`config.mk`:
```
export PLATFORM = sky130hd
export DESIGN_NAME = accel_config_test_regs
export DESIGN_NICKNAME = d
export VERILOG_FILES = /design/src/logic/accel_config_test_pkg.sv /design/src/logic/accel_config_test_regs.sv
export VERILOG_INCLUDE_DIRS = /design/src /design/src/logic
export SDC_FILE = /design/constraint.sdc
export NUM_CORES = 1
export LEC_CHECK = 0
export ABC_AREA = 1
export BUFFER_PORTS_ARGS = -buffer_cell sky130_fd_sc_hd__clkbuf_2
export CAP_MARGIN = 15
export CELL_PAD_IN_SITES_DETAIL_PLACEMENT = 1
export CELL_PAD_IN_SITES_GLOBAL_PLACEMENT = 2
export CORE_MARGIN = 1
export CORE_UTILIZATION = 34
export CTS_CLUSTER_DIAMETER = 80
export DETAILED_ROUTE_END_ITERATION = 16
export GPL_ROUTABILITY_DRIVEN = 0
export PLACE_DENSITY = 0.82
export SYNTH_ARGS = -nofsm -noshare
export SYNTH_HDL_FRONTEND = slang
export SYNTH_SLANG_ARGS = --single-unit
```
`constraint.sdc`:
```
create_clock -name clk_in -period 3.32 [get_ports clk_in]
set_input_delay 0.664 -clock clk_in [delete_from_list [all_inputs] [get_ports clk_in]]
set_output_delay 0.664 -clock clk_in [all_outputs]
set_load 0.03 [all_outputs]
```
`src/logic/accel_config_test_regs.svh`:
```
`ifndef ACCEL_CONFIG_TEST_REGS_SVH
`define ACCEL_CONFIG_TEST_REGS_SVH

// ----------------------------------------------------------------------
// Offsets
// ----------------------------------------------------------------------
`define OFS_DEVICE_IDENTITY     8'h18
`define OFS_STARTUP_INIT_THREE  8'h1a
`define OFS_SCRATCHPAD          8'h1b
`define OFS_POWER_LEVEL_CONTROL 8'h1c
`define OFS_X_DRIVE_MOTION      8'h20
`define OFS_Y_DRIVE_MOTION      8'h21
`define OFS_Z_DRIVE_MOTION      8'h22

// ----------------------------------------------------------------------
// Field positions
// ----------------------------------------------------------------------
`define WAKE_LEVEL_LSB   0
`define WAKE_LEVEL_MSB   2
`define WATCH_LEVEL_LSB  4
`define WATCH_LEVEL_MSB  6
`define FAST_SERIAL_BIT  7
`define DRIVE_POS_BIT    2
`define DRIVE_NEG_BIT    3
`define GAIN_SELECT_BIT  0
`define WATCH_GAIN_BIT   7

// ----------------------------------------------------------------------
// Reset and fixed read values
// ----------------------------------------------------------------------
`define RST_BYTE         8'h00
`define Y_READ_ACTIVE    8'h80
`define Y_READ_IDLE      8'h00
`define UNMAPPED_READ    8'h00

`endif

```
`src/logic/accel_config_test_pkg.sv`:
```
package accel_config_test_pkg;

	typedef enum logic [2:0] {
		LEVEL_LOW        = 3'b000,
		LEVEL_ULTRA_LOW  = 3'b011,
		LEVEL_PRECISION  = 3'b100
	} power_level_t;

	typedef enum logic [2:0] {
		MODE_SLEEP    = 3'b000,
		MODE_STANDBY  = 3'b001,
		MODE_WATCH    = 3'b010,
		MODE_CONTINUOUS_WAKE_MODE    = 3'b101,
		MODE_COMBINED_WAKE_MODE    = 3'b110,
		MODE_TRIGGER  = 3'b111
	} mode_t;

	typedef struct packed {
		logic [7:0] addr;
		logic [7:0] wdata;
		logic       wr;
		logic       rd;
	} reg_req_t;

	typedef struct packed {
		logic x_pos;
		logic x_neg;
		logic y_pos;
		logic y_neg;
		logic z_pos;
		logic z_neg;
	} drive_t;

	typedef struct packed {
		logic [2:0] wake_level;
		logic [2:0] watch_level;
		logic       fast_serial;
		logic       wake_reserved;
		logic       watch_reserved;
	} power_t;

	typedef struct packed {
		logic [7:0] init_three;
		logic [7:0] scratchpad;
		power_t     power;
		logic [7:0] x_motion;
		logic [7:0] y_motion;
		logic [7:0] z_motion;
		drive_t     drive;
		logic [7:0] rdata;
	} state_t;

endpackage

```
`src/logic/accel_config_test_regs.sv`:
```
// Contract
// - Read-only identity at 0x18, writes ignored
// - Scratchpad stores and returns any byte
// - Bits 2:0 pick wake power level
// - Bits 6:4 pick watch power level
// - Fast serial enable always reads zero
// - X drive bits 2 positive, 3 negative
// - Y reads 0x80 active, 0x00 idle
// - Y drive bits 2 positive, 3 negative
// - Z drive bits 2 positive, 3 negative
`timescale 1ns/100ps
`include "accel_config_test_regs.svh"

module accel_config_test_regs #(
	parameter logic [7:0] IDENTITY_CODE = 8'h5a // Arbitrary value
) (
	input  wire logic                          clk_in,
	input  wire logic                          rst_in,
	input  wire accel_config_test_pkg::reg_req_t req_in,
	input  wire accel_config_test_pkg::mode_t  mode_select_field_in,
	output logic [7:0]                         rdata_out,
	output accel_config_test_pkg::drive_t      drive_out,
	output logic [2:0]                         wake_power_level_out,
	output logic [2:0]                         watch_power_level_out,
	output logic                               fast_serial_enable_out,
	output logic                               wake_level_reserved_out,
	output logic                               watch_level_reserved_out,
	output logic                               analog_gain_select_out,
	output logic                               watch_wake_gain_bit_out,
	output logic [7:0]                         startup_init_out
);
	import accel_config_test_pkg::*;

	// ------------------------------------------------------------------
	// Helpers
	// ------------------------------------------------------------------
	// Opposing drive would fight the proof mass; neither is applied.
	function automatic logic [1:0] axis_drive(input logic [7:0] b);
		logic p;
		logic n;
		p = b[`DRIVE_POS_BIT];
		n = b[`DRIVE_NEG_BIT];
		axis_drive = {n & ~p, p & ~n};
	endfunction

	function automatic logic level_reserved(input logic [2:0] code);
		logic r;
		r = 1'b1;
		if (code == LEVEL_LOW || code == LEVEL_ULTRA_LOW ||
			code == LEVEL_PRECISION)
		begin
			r = 1'b0;
		end
		level_reserved = r;
	endfunction

	function automatic logic mode_active(input mode_t m);
		logic a;
		a = 1'b0;
		unique case (m)
			MODE_WATCH,
			MODE_CONTINUOUS_WAKE_MODE,
			MODE_COMBINED_WAKE_MODE,
			MODE_TRIGGER:
				a = 1'b1;
			MODE_SLEEP,
			MODE_STANDBY:
				a = 1'b0;
			default:
				a = 1'b0;
		endcase
		mode_active = a;
	endfunction

	// ------------------------------------------------------------------
	// State
	// ------------------------------------------------------------------
	state_t     state_reg;
	state_t     state_next;
	logic [1:0] x_pair;
	logic [1:0] y_pair;
	logic [1:0] z_pair;

	always_comb
	begin
		state_next = state_reg;
		if (req_in.wr)
		begin
			unique case (req_in.addr)
				`OFS_STARTUP_INIT_THREE:
					state_next.init_three = req_in.wdata;
				`OFS_SCRATCHPAD:
					state_next.scratchpad = req_in.wdata;
				`OFS_POWER_LEVEL_CONTROL:
				begin
					state_next.power.wake_level =
						req_in.wdata[`WAKE_LEVEL_MSB:`WAKE_LEVEL_LSB];
					state_next.power.watch_level =
						req_in.wdata[`WATCH_LEVEL_MSB:`WATCH_LEVEL_LSB];
					state_next.power.fast_serial =
						req_in.wdata[`FAST_SERIAL_BIT];
				end
				`OFS_X_DRIVE_MOTION:
					state_next.x_motion = req_in.wdata;
				`OFS_Y_DRIVE_MOTION:
					state_next.y_motion = req_in.wdata;
				`OFS_Z_DRIVE_MOTION:
					state_next.z_motion = req_in.wdata;
				default:
				begin
					// Identity and unmapped offsets take no write
				end
			endcase
		end

		state_next.power.wake_reserved =
			level_reserved(state_next.power.wake_level);
		state_next.power.watch_reserved =
			level_reserved(state_next.power.watch_level);

		x_pair = axis_drive(state_next.x_motion);
		y_pair = axis_drive(state_next.y_motion);
		z_pair = axis_drive(state_next.z_motion);
		state_next.drive.x_pos = x_pair[0];
		state_next.drive.x_neg = x_pair[1];
		state_next.drive.y_pos = y_pair[0];
		state_next.drive.y_neg = y_pair[1];
		state_next.drive.z_pos = z_pair[0];
		state_next.drive.z_neg = z_pair[1];

		// Read data stand only in the cycle after the strobe
		state_next.rdata = `UNMAPPED_READ;
		if (req_in.rd)
		begin
			unique case (req_in.addr)
				`OFS_DEVICE_IDENTITY:
					state_next.rdata = IDENTITY_CODE;
				`OFS_STARTUP_INIT_THREE:
					state_next.rdata = state_reg.init_three;
				`OFS_SCRATCHPAD:
					state_next.rdata = state_reg.scratchpad;
				`OFS_POWER_LEVEL_CONTROL:
				begin
					state_next.rdata = `RST_BYTE;
					state_next.rdata[`WAKE_LEVEL_MSB:`WAKE_LEVEL_LSB] =
						state_reg.power.wake_level;
					state_next.rdata[`WATCH_LEVEL_MSB:`WATCH_LEVEL_LSB] =
						state_reg.power.watch_level;
				end
				`OFS_Y_DRIVE_MOTION:
					state_next.rdata = mode_active(mode_select_field_in)
						? `Y_READ_ACTIVE : `Y_READ_IDLE;
				`OFS_Z_DRIVE_MOTION:
					state_next.rdata = state_reg.z_motion;
				default:
					// X is write-only and reads as zero
					state_next.rdata = `UNMAPPED_READ;
			endcase
		end
	end

	always_ff @(posedge clk_in or posedge rst_in)
	begin
		if (rst_in)
		begin
			state_reg <= '0;
		end
		else
		begin
			state_reg <= state_next;
		end
	end

	// ------------------------------------------------------------------
	// Outputs
	// ------------------------------------------------------------------
	assign rdata_out                = state_reg.rdata;
	assign drive_out                = state_reg.drive;
	assign wake_power_level_out     = state_reg.power.wake_level;
	assign watch_power_level_out    = state_reg.power.watch_level;
	assign fast_serial_enable_out   = state_reg.power.fast_serial;
	assign wake_level_reserved_out  = state_reg.power.wake_reserved;
	assign watch_level_reserved_out = state_reg.power.watch_reserved;
	assign analog_gain_select_out   = state_reg.x_motion[`GAIN_SELECT_BIT];
	assign watch_wake_gain_bit_out  = state_reg.y_motion[`WATCH_GAIN_BIT];
	assign startup_init_out         = state_reg.init_three;

	logic [7:0] scratchpad_shadow;
	logic       shadow_valid;

	// Shadow of the last scratchpad write, to check read-back
	always_ff @(posedge clk_in or posedge rst_in)
	begin
		if (rst_in)
		begin
			scratchpad_shadow <= `RST_BYTE;
			shadow_valid <= 1'b0;
		end
		else if (req_in.wr && req_in.addr == `OFS_SCRATCHPAD)
		begin
			scratchpad_shadow <= req_in.wdata;
			shadow_valid <= 1'b1;
		end
	end
endmodule

```
Yosys cells after proc, flatten, opt, wreduce, memory -nomap -nowiden
Index checks and enable logic that the tools add are counted.
{"block": "word_totals", "word_cells": 74, "inputBits": 23, "reg_bits": 59}
{"block": "op_classes", "n_eq_ne": 15, "mux": 14, "bitwise": 12, "reduce_logical": 13}
{"op": "$pmux 8 s6", "n": 1}
{"op": "$eq 8x5->1 const B", "n": 4}
{"op": "$mux 8", "n": 4}
{"op": "$eq 8x6->1 const B", "n": 3}
{"op": "$mux 20", "n": 1}
{"op": "$eq 3x3->1 const B", "n": 5}
{"op": "$mux 7", "n": 2}
{"op": "$reduce_and 2->1", "n": 6}
{"op": "$eq 3x2->1 const B", "n": 3}
{"op": "$and 1x1->1", "n": 6}
{"op": "$logic_not 3->1", "n": 2}
{"op": "$not 1->1", "n": 6}
{"op": "$mux 1", "n": 5}
{"op": "$logic_or 1x1->1", "n": 4}
{"op": "$mux 4", "n": 1}
{"op": "$reduce_or 4->1", "n": 1}

Depth between registers and ports, before layout
{"block": "logic_depth", "word_depth": 8, "depth_mapped": 9, "ltp_nobuf": 9}

Least setup slack after synthesis
OpenSTA, ideal clock, no wires.
{"block": "synth_timing", "kind": "in2reg", "from": "in req_in[1] (netlist bit)", "to": "reg state_reg[48] (netlist bit)", "slack_ns": 1.703, "path_stages": 5, "required_ns": 3.194, "arrival_time_ns": 1.491, "cell_sequence": "buf_6 > inv_6 > nor4_4 > buf_6 > o21ai_0"}
{"block": "synth_via", "elab_chain_len": 1}
{"element": "start, declared", "line_no": "accel_config_test_regs.sv:19", "rtl": "input wire accel_config_test_pkg::reg_req_t req_in,"}
{"element": "$reduce_and 2->1 (no line)"}
{"element": "end signal, assigned", "line_no": "accel_config_test_regs.sv:170", "rtl": "state_reg <= state_next;"}
{"element": "end, declared", "line_no": "accel_config_test_regs.sv:78", "rtl": "state_t state_reg;"}
No other way between the ends.
A chain may end at the register's enable or synchronous reset.

Worst setup path after layout
{"block": "layout_timing", "from": "in req_in[1] (netlist bit)", "to": "reg state_reg[49] (netlist bit)"}
Same word-level chain as after synthesis.

==> impl_metrics.csv <==
group,metric,value,unit
yosys,syn_area_per_cell,8.29,sq um
layout,largest_reg_flops,20,
clock_network,cts_made_buffers,5,
route,drt-vias-per-instance,4.61,
floorplanning,num_rows,32,
layout,final_core_util,38.7,%
route,antenna_left,0,
yosys,synth_top_family_by_area,"simple AND/OR/NAND/NOR gates",
route,dr.pass1.iters,4,
global_route,grt_use_total,16.9,%
route,routed_wl,6.68,mm
yosys,yosys.area_share.adder,0,%
layout,nFillCells,979,
clock_network,cts_max_level,2,
global_route,grt_pass1_wl,11.1,mm
sta,fmax,0.542,GHz
critical_path,crit_start,"req_in[1]",
yosys,synthCells,335,
clock_network,cts_resized,0,
critical_path,critical_path_class,"input port to flip-flop",
clock_network,cts_tree,"built",
clock_network,cts_root_buf,"clkbuf_8",
sta,finalSetupTns,0,ns
yosys,ys_seq_elements,53,
sta,hold_violations,0,
route,post-route-drc-count,0,
route,drt-initial-drc-count,61,
yosys,synth-xor-area-share,0,%
clock_network,clkTransAtPathRegs,0.10,ns
global_route,antenna_found_initial,0,
sta,setup_violations,0,
yosys,synth_sequential_area_ratio,47.7,%
layout,multi_input_area,0.00104,sq mm
critical_path,rr_endpoint,"rdata_out[2]",
sta,finalClockSkew,0.00724,ns
layout,syn_to_final_growth,8.65,%
yosys,synthMuxAreaShare,0,%
run_status,status,"completed",
critical_path,crit_arrival,2.00,ns
power,report.power.total,1240,uW
global_route,grt_pass1_vias,2210,
layout,antennaDiodeCount,0,
place,portBuffers,55,
sta,period_needed,1.84,ns
yosys,synthFlopType,"dfrtp_1",
route,wl_per_cell,14.3,um
clock_network,post_cts_buffers,0,
global_route,grt_max_degree,54,
critical_path,r2r_start,"startup_init_out[2]",
place,hpwlAfterDp,5.07,mm
clock_network,clkLatencyLatePin,0.30,ns
sta,relSlewSlack,42.4,%
floorplanning,initial_core_util,35.6,%
power,ir_worst_vdd,0.151,mV
critical_path,reg2reg_depth,4,
yosys,mappedNetlistNets,358,
floorplanning,num_io_pins,56,
critical_path,rrSetupSlack,2.38,ns
yosys,ys_types,24,
floorplanning,core-area,0.00781,sq mm
floorplanning,die_area,0.00853,sq mm
yosys,synth_area,0.00278,sq mm
yosys,synthSimpleGateAreaFrac,31.7,%
critical_path,crit_end,"state_reg[49]",
floorplanning,die_w,92.4,um
route,vias,2157,
clock_network,cts_sinks,53,
yosys,async_reset_ff_share,100,%
sta,fin_crit_sh,55.5,%
global_route,grt.overflow.total,0,
floorplanning,die_y,92.4,um
clock_network,clock_path_buffers,2,
sta,rsz0062_at_grt,"false",
power,p_per_area,409,mW/mm^2
power,leakagePower,0.00164,uW
critical_path,cp.required,3.48,ns
sta,tightest_slew,0.857,ns
layout,nNetsFinal,388,
yosys,synth-edff-count,0,
layout,drive_gt1_share,25.7,%
sta,drv_slew,0,
critical_path,cp_max_fo,16,
critical_path,cp-end-kind,"flip-flop",
layout,seq_area,0.00133,sq mm
yosys,synth_compound_area_share,5.86,%
critical_path,startpoint_type,"input port",
worst_hold_path,hp-class,"input port to asynchronous set/reset pin",
run,cap_viol_max_count,0,
yosys,synth-warning-count,0,
clock_network,cts_hold_repair.buffers,0,
[cell type report]
class | count | area share (%)
Clock buffer | 7 | 2.53
Clock inverter | 1 | 0.249
Inverter | 40 | 5.14
Multi-Input combinational cell | 209 | 34.5
Sequential cell | 53 | 43.9
Tap cell | 102 | 4.23
Timing Repair Buffer | 56 | 9.37
[stage by stage]
step / instances / hold slack, ns / cell area (sq um) / setup slack (ns)
after floorplan: 335 / 0.450 / 2780 / 1.37
after global placement: 460 / 0.465 / 2930 / 1.21
after detailed placement: 460 / 0.484 / 2930 / 1.15
after CTS: 468 / 0.512 / 3020 / 1.47
after global routing: 468 / 0.551 / 3020 / 1.36
final: 468 / 0.508 / 3020 / 1.48
[cells in the final DEF, fill, tap and decap left out]
cell type and n:
o21ai_0 20, o21ai_1 1, nor2_2 3, o21a_1 4, clkbuf_8 5, a21oi_1 2
nand3_4 1, nor4_4 1, inv_6 1, inv_2 3, nand2_2 11, clkbuf_2 55
clkbuf_1 2, inv_1 36, and2_1 2, nor3_4 1, nor2_8 1, o21ai_2 2
nand3_1 36, nor2_4 7, buf_4 1, nor2_1 32, nand2_1 84, dfrtp_1 53
nand3_2 1, clkinvlp_4 1
[worst max-delay path, stage by stage]
cell	delay (ns)
clkbuf_2	0.27
inv_6	0.10
nor4_4	0.79
o21ai_0	0.16
[cell families (layout without fill, tap and decap cells)]
logic type / count (synthesis) / after routing
AOI/OAI and AO/OA: 29 / 29
and+or+nand+nor: 180 / 180
buffers and inverters: 73 / 104
DFF: 53 / 53
[report_power, final]
group          switching (uW)  total (uW)  internal, uW
Sequential               19.4         700           681
Combinational             127         176          48.4
Clock                     209         359           150
[routing by layer]
metal,wire [um],vias up,track usage [%],part of all wire [%]
li1,-,1072,-,-
met4,96,0,4.69,1.4
met5,0,-,0,0
met1,3090,1025,22.0,46
met2,3250,51,29.3,49
met3,238,9,2.46,3.6
[cells in the mapped netlist (2+ instances only)]
cell	n	area, sq um
inv_2	2	7.51
buf_2	2	10.0
nor2_2	3	18.8
a21oi_1	2	10.0
nand3_1	36	180
inv_1	37	139
o21ai_0	20	100
buf_6	3	33.8
buf_4	28	210
nor2_4	7	78.8
nand2_1	84	315
o21ai_2	2	17.5
nor2_1	32	120
dfrtp_1	53	1330
and2_1	2	12.5
o21a_1	4	30.0
nand2_2	11	68.8
[how the worst min path moves through the flow]
stage / from / end / slack [ns] / cells past startpoint
2_1_floorplan: state_reg[15] / state_reg[15] / 0.45 / 2
3_3_place_gp: fast_serial_enable_out / fast_serial_enable_out / 0.46 / 2
3_5_place_dp: fast_serial_enable_out / fast_serial_enable_out / 0.48 / 2
4_1_cts: fast_serial_enable_out / fast_serial_enable_out / 0.51 / 2
5_1_grt: state_reg[14] / state_reg[14] / 0.55 / 2
6_report: rst_in / drive_out[4] / 0.51 / 3
Power figures use the tool's default switching activity.
